--- config.mk ---
export PLATFORM = sky130hd
export DESIGN_NAME = mes_event_bank
export DESIGN_NICKNAME = d
export VERILOG_FILES = /design/src/logic/mes_pkg.sv /design/src/logic/mes_rise_detect.sv /design/src/logic/mes_event_bank.sv
export VERILOG_INCLUDE_DIRS = /design/src /design/src/logic
export SDC_FILE = /design/constraint.sdc
export NUM_CORES = 1
export LEC_CHECK = 0
export BUFFER_PORTS_ARGS = -buffer_cell sky130_fd_sc_hd__buf_2
export CELL_PAD_IN_SITES_DETAIL_PLACEMENT = 1
export CELL_PAD_IN_SITES_GLOBAL_PLACEMENT = 1
export CORE_ASPECT_RATIO = 1.75
export CORE_MARGIN = 2
export CORE_UTILIZATION = 35
export CTS_CLUSTER_SIZE = 40
export DETAILED_ROUTE_END_ITERATION = 12
export HOLD_SLACK_MARGIN = 0.06
export PLACE_DENSITY_LB_ADDON = 0.2
export SLEW_MARGIN = 0
export SYNTH_ARGS = -nofsm -noshare
export SYNTH_HDL_FRONTEND = slang
export SYNTH_SLANG_ARGS = --single-unit
--- constraint.sdc ---
create_clock -name clk -period 10.05 [get_ports clk]
set_clock_uncertainty 0.15 [all_clocks]
set_input_delay 2.01 -clock clk [delete_from_list [all_inputs] [get_ports clk]]
set_output_delay 2.01 -clock clk [all_outputs]
set_load 0.03 [all_outputs]
--- src/logic/mes_map.svh ---
// register offsets, event bit positions and reset values of the bank
// assumes: included by the event bank design file by bare name
`ifndef MES_MAP_SVH
`define MES_MAP_SVH

// ****************************************************************
// register offsets
// ****************************************************************
`define MES_OFS_STATUS_SEL      7'h0B
`define MES_OFS_CLEAR_PROTECT   7'h0C
`define MES_OFS_IRQ_SEL         7'h0D
`define MES_OFS_EVENTS          7'h0E
`define MES_OFS_STATUS          7'h0F

// ****************************************************************
// reset values
// ****************************************************************
`define MES_RST_STATUS_SEL      32'h82029805
`define MES_RST_CLEAR_PROTECT   32'h00000000
`define MES_RST_IRQ_SEL         32'h00000000
`define MES_RST_EVENTS          32'h80000000

// ****************************************************************
// event bit positions
// ****************************************************************
`define MES_EV_RIGHT_SWITCH     12
`define MES_EV_NEG_SOFT         13
`define MES_EV_POS_SOFT         14
`define MES_EV_HOME_ERROR       15
`define MES_EV_POS_LATCH        16
`define MES_EV_FULL_STEP        17
`define MES_EV_ENC_MISMATCH     18
`define MES_EV_INDEX            19
`define MES_EV_ENCODER_LATCH_REGISTER        20
`define MES_EV_SER_ENC_ERR      21
`define MES_EV_RESERVED         22
`define MES_EV_SER_CFG_DONE     23
`define MES_EV_SER_FLAGS        24
`define MES_EV_DRV_SENT         25
`define MES_EV_ENC_STILL        26
`define MES_EV_ANGLE_MAX        27
`define MES_EV_CLOSED_LOOP_WITHIN_TOLERANCE_EVENT           28
`define MES_EV_STALL_STOP       29
`define MES_EV_DRV_FLAG         30
`define MES_EV_RESET            31

// ****************************************************************
// live status field positions
// ****************************************************************
`define MES_ST_TARGET           0
`define MES_ST_COMPARE          1
`define MES_ST_VEL_LO           3
`define MES_ST_VEL_HI           4
`define MES_ST_RAMP_LO          5
`define MES_ST_RAMP_HI          6
`define MES_ST_LEFT_SWITCH      7

`endif

--- src/logic/mes_pkg.sv ---
// types shared by the event and status bank
// assumes: mes_map.svh on the include path
package mes_pkg;

    typedef enum logic [1:0] {
        MES_VEL_ZERO = 2'h0,
        MES_VEL_POS  = 2'h1,
        MES_VEL_NEG  = 2'h2
    } mes_vel_state_e;

    typedef enum logic [1:0] {
        MES_RAMP_CONST = 2'h0,
        MES_RAMP_ACCEL = 2'h1,
        MES_RAMP_DECEL = 2'h2
    } mes_ramp_state_e;

    // register access from the serial port front end
    typedef struct packed {
        logic [6:0]  addr;
        logic        wr;
        logic        rd;
        logic [31:0] wdata;
    } mes_reg_req_s;

    // motion quantities from the ramp and encoder units
    typedef struct packed {
        logic signed [31:0] actual_position;
        logic signed [31:0] target_position;
        logic signed [31:0] compare_position;
        logic signed [31:0] encoder_position;
        logic        [31:0] encoder_dev_limit;
        logic signed [31:0] current_velocity;
        logic signed [31:0] current_acceleration;
        logic signed [31:0] encoder_velocity;
    } mes_motion_s;

    // level conditions; an event fires on their rising edge, except left_limit_switch, which only feeds the status
    typedef struct packed {
        logic       right_limit_switch;
        logic       right_stop_en;
        logic       left_limit_switch;
        logic       negative_soft_limit;
        logic       negative_soft_limit_en;
        logic       positive_soft_limit;
        logic       positive_soft_limit_en;
        logic       home_ref_mismatch;
        logic       home_outside_margin;
        logic       full_step_active;
        logic       index_active;
        logic       angle_at_max;
        logic       within_tolerance;
        logic [3:0] serial_enc_flags;
        logic [7:0] driver_flags;
        logic [7:0] driver_flag_select;
    } mes_levels_s;

    // one-cycle pulses from the other units
    typedef struct packed {
        logic neg_limit_written;
        logic pos_limit_written;
        logic position_latch_written;
        logic homing_done;
        logic encoder_latch_written;
        logic multi_cycle_fail;
        logic serial_reading_mismatch;
        logic serial_config_received;
        logic driver_datagram_sent;
        logic stall_stop;
    } mes_pulses_s;

endpackage

--- src/logic/mes_rise_detect.sv ---
// rising edge detector over a vector of level conditions
// assumes: levels synchronous to clk; reset already synchronised
`timescale 1ns/1ps

module mes_rise_detect #(
    parameter int W = 8
) (
    // clock and reset
    input  wire logic         clk,
    input  wire logic         rst_n,
    // conditions and edges
    input  wire logic [W-1:0] level,
    output logic      [W-1:0] rise
);

    logic [W-1:0] prev_q;

    // ****************************************************************
    // previous level
    // ****************************************************************
    always_ff @(posedge clk or negedge rst_n) begin
        if (!rst_n) begin
            prev_q <= '0;
        end else begin
            prev_q <= level;
        end
    end

    assign rise = level & ~prev_q;

endmodule

--- src/logic/mes_event_bank.sv ---
// latched event register, live status register and their masks
// assumes: register requests come from the serial port front end,
// one cycle each; all inputs except resetn are synchronous to clk
`timescale 1ns/1ps

`include "mes_map.svh"

module mes_event_bank
    import mes_pkg::*;
(
    // clock and reset
    input  wire logic         clk,
    input  wire logic         resetn,
    // register access
    input  wire mes_reg_req_s reg_req,
    output logic [31:0]       reg_rdata_q,
    output logic              reg_rvalid_q,
    // event sources
    input  wire mes_motion_s  motion,
    input  wire mes_levels_s  levels,
    input  wire mes_pulses_s  pulses,
    // datagram status and interrupt
    output logic [7:0]        spi_status_q,
    output logic              interrupt_output,
    // motion blocking
    output logic              block_positive_q,
    output logic              block_negative_q
);

    // ****************************************************************
    // reset release
    // ****************************************************************
    logic rst_meta_q;
    logic rst_n;

    always_ff @(posedge clk or negedge resetn) begin
        if (!resetn) begin
            rst_meta_q <= 1'b0;
            rst_n      <= 1'b0;
        end else begin
            rst_meta_q <= 1'b1;
            rst_n      <= rst_meta_q;
        end
    end

    // ****************************************************************
    // helpers
    // ****************************************************************
    function automatic logic [31:0] abs_diff(
        input logic signed [31:0] a,
        input logic signed [31:0] b
    );
        logic signed [32:0] d;
        d = 33'(a) - 33'(b);
        if (d < 0) begin
            d = -d;
        end
        return d[31:0];
    endfunction

    // first eight selected bits, lowest first
    function automatic logic [7:0] pack_selected(
        input logic [31:0] ev,
        input logic [31:0] sel
    );
        logic [7:0] res;
        int         n;
        res = '0;
        n   = 0;
        for (int i = 0; i < 32; i++) begin
            if (sel[i] && n < 8) begin
                res[n[2:0]] = ev[i];
                n = n + 1;
            end
        end
        return res;
    endfunction

    // ****************************************************************
    // configuration registers
    // ****************************************************************
    logic [31:0] status_sel_q;
    logic [31:0] clear_protect_q;
    logic [31:0] irq_sel_q;

    always_ff @(posedge clk or negedge rst_n) begin
        if (!rst_n) begin
            status_sel_q    <= `MES_RST_STATUS_SEL;
            clear_protect_q <= `MES_RST_CLEAR_PROTECT;
            irq_sel_q       <= `MES_RST_IRQ_SEL;
        end else if (reg_req.wr) begin
            if (reg_req.addr == `MES_OFS_STATUS_SEL) begin
                status_sel_q <= reg_req.wdata;
            end
            if (reg_req.addr == `MES_OFS_CLEAR_PROTECT) begin
                clear_protect_q <= reg_req.wdata;
            end
            if (reg_req.addr == `MES_OFS_IRQ_SEL) begin
                irq_sel_q <= reg_req.wdata;
            end
        end
    end

    // ****************************************************************
    // level conditions and edges
    // ****************************************************************
    localparam int NLVL = 19;

    logic [NLVL-1:0] lvl;
    logic [NLVL-1:0] lvl_rise;
    logic            mismatch_cond;
    logic            enc_still_cond;

    assign mismatch_cond  = abs_diff(motion.actual_position,
                                     motion.encoder_position)
                            > motion.encoder_dev_limit;
    assign enc_still_cond = motion.encoder_velocity == 32'sh0;

    assign lvl = {
        levels.driver_flags & levels.driver_flag_select,
        |levels.serial_enc_flags,
        levels.within_tolerance,
        levels.angle_at_max,
        enc_still_cond,
        levels.index_active,
        mismatch_cond,
        levels.full_step_active,
        levels.home_ref_mismatch & levels.home_outside_margin,
        levels.positive_soft_limit & levels.positive_soft_limit_en,
        levels.negative_soft_limit & levels.negative_soft_limit_en,
        levels.right_limit_switch & levels.right_stop_en
    };

    mes_rise_detect #(
        .W(NLVL)
    ) u_rise (
        .clk  (clk),
        .rst_n(rst_n),
        .level(lvl),
        .rise (lvl_rise)
    );

    // ****************************************************************
    // event set vector
    // ****************************************************************
    logic [31:0] ev_set;

    always_comb begin
        ev_set = '0;
        ev_set[`MES_EV_RIGHT_SWITCH] = lvl_rise[0];
        ev_set[`MES_EV_NEG_SOFT]     = lvl_rise[1];
        ev_set[`MES_EV_POS_SOFT]     = lvl_rise[2];
        ev_set[`MES_EV_HOME_ERROR]   = lvl_rise[3];
        ev_set[`MES_EV_POS_LATCH]    = pulses.position_latch_written
                                     | pulses.homing_done;
        ev_set[`MES_EV_FULL_STEP]    = lvl_rise[4];
        ev_set[`MES_EV_ENC_MISMATCH] = lvl_rise[5];
        ev_set[`MES_EV_INDEX]        = lvl_rise[6];
        ev_set[`MES_EV_ENCODER_LATCH_REGISTER]    = pulses.encoder_latch_written;
        ev_set[`MES_EV_SER_ENC_ERR]  = pulses.multi_cycle_fail
                                     | pulses.serial_reading_mismatch;
        ev_set[`MES_EV_SER_CFG_DONE] = pulses.serial_config_received;
        ev_set[`MES_EV_SER_FLAGS]    = lvl_rise[10];
        ev_set[`MES_EV_DRV_SENT]     = pulses.driver_datagram_sent;
        ev_set[`MES_EV_ENC_STILL]    = lvl_rise[7];
        ev_set[`MES_EV_ANGLE_MAX]    = lvl_rise[8];
        ev_set[`MES_EV_CLOSED_LOOP_WITHIN_TOLERANCE_EVENT]       = lvl_rise[9];
        ev_set[`MES_EV_STALL_STOP]   = pulses.stall_stop;
        ev_set[`MES_EV_DRV_FLAG]     = |lvl_rise[18:11];
    end

    // ****************************************************************
    // latched events
    // ****************************************************************
    logic [31:0] events_q;
    logic [31:0] events_d;
    logic        ev_read;

    assign ev_read = reg_req.rd && reg_req.addr == `MES_OFS_EVENTS;

    always_comb begin
        events_d = events_q;
        if (ev_read) begin
            events_d = events_q & clear_protect_q;
        end
        events_d = events_d | ev_set;
        events_d[`MES_EV_RESERVED] = 1'b0;
    end

    always_ff @(posedge clk or negedge rst_n) begin
        if (!rst_n) begin
            events_q <= `MES_RST_EVENTS;
        end else begin
            events_q <= events_d;
        end
    end

    // ****************************************************************
    // live status
    // ****************************************************************
    mes_vel_state_e  vel_state;
    mes_ramp_state_e ramp_state;
    logic [31:0]     status_word;

    always_comb begin
        if (motion.current_velocity == 32'sh0) begin
            vel_state = MES_VEL_ZERO;
        end else if (motion.current_velocity > 32'sh0) begin
            vel_state = MES_VEL_POS;
        end else begin
            vel_state = MES_VEL_NEG;
        end
    end

    always_comb begin
        if (motion.current_acceleration == 32'sh0) begin
            ramp_state = MES_RAMP_CONST;
        end else if ((motion.current_acceleration < 32'sh0)
                     == (motion.current_velocity < 32'sh0)) begin
            ramp_state = MES_RAMP_ACCEL;
        end else begin
            ramp_state = MES_RAMP_DECEL;
        end
    end

    always_comb begin
        status_word = '0;
        status_word[`MES_ST_TARGET] =
            motion.actual_position == motion.target_position;
        status_word[`MES_ST_COMPARE] =
            motion.actual_position == motion.compare_position;
        status_word[`MES_ST_VEL_HI:`MES_ST_VEL_LO] = vel_state;
        status_word[`MES_ST_RAMP_HI:`MES_ST_RAMP_LO] = ramp_state;
        status_word[`MES_ST_LEFT_SWITCH] = levels.left_limit_switch;
    end

    // ****************************************************************
    // read data
    // ****************************************************************
    always_ff @(posedge clk or negedge rst_n) begin
        if (!rst_n) begin
            reg_rdata_q  <= '0;
            reg_rvalid_q <= 1'b0;
        end else begin
            reg_rvalid_q <= reg_req.rd;
            if (reg_req.rd) begin
                unique case (reg_req.addr)
                    `MES_OFS_STATUS_SEL:    reg_rdata_q <= status_sel_q;
                    `MES_OFS_CLEAR_PROTECT: reg_rdata_q <= clear_protect_q;
                    `MES_OFS_IRQ_SEL:       reg_rdata_q <= irq_sel_q;
                    `MES_OFS_EVENTS:        reg_rdata_q <= events_q;
                    `MES_OFS_STATUS:        reg_rdata_q <= status_word;
                    default:                reg_rdata_q <= '0;
                endcase
            end
        end
    end

    // ****************************************************************
    // datagram status and interrupt
    // ****************************************************************
    always_ff @(posedge clk or negedge rst_n) begin
        if (!rst_n) begin
            spi_status_q <= '0;
        end else begin
            spi_status_q <= pack_selected(events_d, status_sel_q);
        end
    end

    assign interrupt_output = |(events_q & irq_sel_q);

    // ****************************************************************
    // motion blocking
    // ****************************************************************
    logic right_block_q;
    logic neg_soft_block_q;
    logic pos_soft_block_q;
    logic neg_new_val_q;
    logic pos_new_val_q;
    logic neg_soft_release;
    logic pos_soft_release;

    // release needs event cleared by the host first
    assign neg_soft_release = !events_q[`MES_EV_NEG_SOFT]
                            && (neg_new_val_q
                                || !levels.negative_soft_limit_en);
    assign pos_soft_release = !events_q[`MES_EV_POS_SOFT]
                            && (pos_new_val_q
                                || !levels.positive_soft_limit_en);

    always_ff @(posedge clk or negedge rst_n) begin
        if (!rst_n) begin
            right_block_q <= 1'b0;
        end else if (ev_set[`MES_EV_RIGHT_SWITCH]) begin
            right_block_q <= 1'b1;
        end else if (!events_q[`MES_EV_RIGHT_SWITCH]
                     && (!levels.right_limit_switch
                         || !levels.right_stop_en)) begin
            right_block_q <= 1'b0;
        end
    end

    always_ff @(posedge clk or negedge rst_n) begin
        if (!rst_n) begin
            neg_soft_block_q <= 1'b0;
            neg_new_val_q    <= 1'b0;
        end else if (ev_set[`MES_EV_NEG_SOFT]) begin
            neg_soft_block_q <= 1'b1;
            neg_new_val_q    <= 1'b0;
        end else if (neg_soft_block_q && neg_soft_release) begin
            neg_soft_block_q <= 1'b0;
            neg_new_val_q    <= 1'b0;
        end else if (neg_soft_block_q && pulses.neg_limit_written) begin
            neg_new_val_q    <= 1'b1;
        end
    end

    always_ff @(posedge clk or negedge rst_n) begin
        if (!rst_n) begin
            pos_soft_block_q <= 1'b0;
            pos_new_val_q    <= 1'b0;
        end else if (ev_set[`MES_EV_POS_SOFT]) begin
            pos_soft_block_q <= 1'b1;
            pos_new_val_q    <= 1'b0;
        end else if (pos_soft_block_q && pos_soft_release) begin
            pos_soft_block_q <= 1'b0;
            pos_new_val_q    <= 1'b0;
        end else if (pos_soft_block_q && pulses.pos_limit_written) begin
            pos_new_val_q    <= 1'b1;
        end
    end

    always_ff @(posedge clk or negedge rst_n) begin
        if (!rst_n) begin
            block_positive_q <= 1'b0;
            block_negative_q <= 1'b0;
        end else begin
            block_positive_q <= right_block_q || pos_soft_block_q;
            block_negative_q <= neg_soft_block_q;
        end
    end

endmodule

==> flow_metrics.env <==
export IMPL_num_io_pins=386
export IMPL_post_route_period_util=1.62
export IMPL_drcViolationCount=0
export IMPL_clkTransAtPathRegs_ps=70
export IMPL_gp_congestion=0.944
export IMPL_cp_max_fo=4
export IMPL_cts_root_buffer="clkbuf_16"
export IMPL_vias_per_cell=5.51
export IMPL_crit_top_cell="ha_4"
export IMPL_slowest_delay_ps=600
export IMPL_violations="negative setup slack"
export IMPL_h_tree_depth=4
export IMPL_hp_class="flip-flop to async pin"
export IMPL_synth_warnings=0
export IMPL_seq_area_sq_um=4920
export IMPL_wl_microns=95800
export IMPL_cp_data_required_time_ps=10340
export IMPL_critical_path_slowest_cell="fa_2"
export IMPL_timing_critical_path_buf_inv=10
export IMPL_timing_final_ws_setup_ps=-6270
export IMPL_nets=3778
export IMPL_syn2layout_area_growth_pct=45.0
export IMPL_drv_slew=0
export IMPL_grt_pass1_wl_microns=145000
export IMPL_cts_path_max_buffers=3
export IMPL_synthTopCellsByCount="191 x inv_1, 187 x dfrtp_1, 187 x nand2_1, 163 x mux2i_1, 146 x nor2_1"
export IMPL_grt_pass1_vias=25500
export IMPL_max_slew_margin_rel=0.249
export IMPL_worstSetupPathType="flip-flop to flip-flop"
export IMPL_vias=22700
export IMPL_final_area_sq_um=29800
export IMPL_hold_violations=0
export IMPL_start_kind="flip-flop"
export IMPL_hpwl_microns=77700
export IMPL_initial_utilization=0.353
export IMPL_grt_total_usage=0.308
export IMPL_postRouteAntennaNets=0
export IMPL_cp_arrival_ps=16600
export IMPL_place_inst=3987
export IMPL_core_sq_um=58100
export IMPL_rsz0062_at_grt="yes"
export IMPL_synth_most_common_cell="inv_1"
export IMPL_max_freq_mhz=61.3
export IMPL_multi_input_area_sq_um=15500
export IMPL_grt_overflow=0
export IMPL_die_h_microns=324
export IMPL_first_pass_iters=5
export IMPL_synth_net_count=2798
export IMPL_cts_sinks=196
export IMPL_synth_edf_count=0
export IMPL_r2r_slack_ps=-6270
export IMPL_whs_ps=97.3
export IMPL_ys_seq_area_frac=0.239
export IMPL_max_cap_violations=0
export IMPL_dpl_cell_area_sq_um=27900
export IMPL_synth_seq_cells=196
export IMPL_synth_largest_area_cell="dfrtp_1"
export IMPL_cts_tree="done"
export IMPL_yosys_most_used_dff="dfrtp_1"
export IMPL_die_w_microns=187
export IMPL_die_area_sq_um=60700
export IMPL_fillCellCount=6966
export IMPL_synth_cell_type_count=127
export IMPL_cts_hold_buf=0
export IMPL_synth_area_sq_um=20500
export IMPL_drt_iter0_drc=828
export IMPL_min_period_ps=16320
export IMPL_portBuffers=385
export IMPL_finalSetupViolations=8
export IMPL_end_kind="flip-flop"
export IMPL_rows=117
export IMPL_worst_slew_pin_slew_ps=1120
export IMPL_drive_above_1_share=0.428
export IMPL_antenna_found_initial=16
export IMPL_path_delay_family="adder cells"
export IMPL_cts_buffers=25
export IMPL_netlist_instances=2358
export IMPL_ys_top_cells_by_area="dfrtp_1 23%, mux2i_1 7.9%, ha_1 5.8%"
export IMPL_fin_cells=4118
export IMPL_synth_top_area_share=0.228
export IMPL_clock_latency_ps=520
export IMPL_drt_wirelength_per_cell_microns=23.3
export IMPL_grt_max_degree=174
export IMPL_synthArstFlopShare=1.00
export IMPL_avgSynthCellArea_sq_um=8.71
export IMPL_status="finished, violations left"
export IMPL_setup_tns_final_ps=-49860
state kept, by name, indices dropped and copies added (netlist names), 8 cells and up:
register	count
spi_status_q	8
clear_protect_q	32
irq_sel_q	32
reg_rdata_q	32
u_rise.prev_q	19
events_q	31
status_sel_q	32
worst reg2reg max path: cells and delay by family (launching register included):
| family | cells | cell delay, ps |
|---|---|---|
| buf+inv | 10 | 950 |
| flops | 1 | 540 |
| compound gates | 12 | 1880 |
| fa+ha+maj | 24 | 5750 |
| mux | 17 | 4550 |
| simple gates | 13 | 2090 |
| xor+xnor | 2 | 290 |
worst paths after layout:
check                      cells after the start          endpoint            start
min                                            0  u_rise.prev_q[3]            rst_n
min reg2reg                                    0  u_rise.prev_q[3]            rst_n
max reg2reg                                   78   spi_status_q[5]  status_sel_q[2]
max in group asynchronous                      1   status_sel_q[1]            rst_n
max                                           78   spi_status_q[5]  status_sel_q[2]
min in group clk                               0             rst_n       rst_meta_q
repair_timing:
| item | in CTS | in global routing |
|---|---|---|
| setup endpoints to repair | 10 | 10 |
| gates resized for setup | 60 | 78 |
| pin swaps | 42 | 59 |
| setup buffers | 88 | 15 |
stage by stage:
| step | worst slack [ps] | util |
|---|---|---|
| CTS | -6210 | 0.507 |
| finish | -6270 | 0.512 |
| global route | -6760 | 0.512 |
| global placement | -6370 | 0.479 |
| detailed placement | -6770 | 0.479 |
| floorplan | -7520 | - |
kinds of logic (layout without fill, tap and decap cells):
kind of cell | Yosys count | after routing | share of synthesized area
AO/OA/AOI/OAI | 563 | 563 | 0.201
XOR/XNOR | 194 | 194 | 0.117
adder cells (fa/ha/maj) | 98 | 98 | 0.0604
buffers and inverters | 289 | 1273 | 0.0553
flip-flops | 196 | 196 | 0.239
multiplexers | 276 | 276 | 0.144
other | 1 | 4 | 0.000183
AND/OR/NAND/NOR | 741 | 741 | 0.182
metal layers:
layer,wire (microns),global-route usage,up-vias
met4,7040,0.203,26
met3,3800,0.0474,287
met2,52800,0.616,630
li1,-,-,10600
met5,175,0,-
met1,32100,0.281,11100
final cells by class:
| type | instances | share of cell area |
|---|---|---|
| clock inverters | 3 | 0.00147 |
| inverters | 205 | 0.0263 |
| well taps | 773 | 0.0325 |
| clock buffers | 28 | 0.0214 |
| flip-flops and latches | 196 | 0.165 |
| repair buffers | 1037 | 0.232 |
| multi-input cells | 1873 | 0.521 |
| diodes | 3 | 0.000252 |
cells in the final DEF, fill, tap and decap left out, types with 28 or more instances in the layout:
cell type	n
nor2_1	141
xnor2_1	80
inv_1	182
mux2_2	90
nand4_1	43
ha_1	68
buf_4	646
nor2b_1	28
buf_2	384
dfrtp_1	186
nand3_1	77
o21ai_0	100
mux2i_1	161
o21ai_1	33
xor2_1	58
nand2_1	178
nor4_1	46
nor3_1	53
a221oi_1	31
ha_4	28
a21oi_1	47
o22ai_1	38
Power is left out: the tool's default activity adds up to more than one toggle a clock period on the data nets, which glitch-free logic cannot reach.
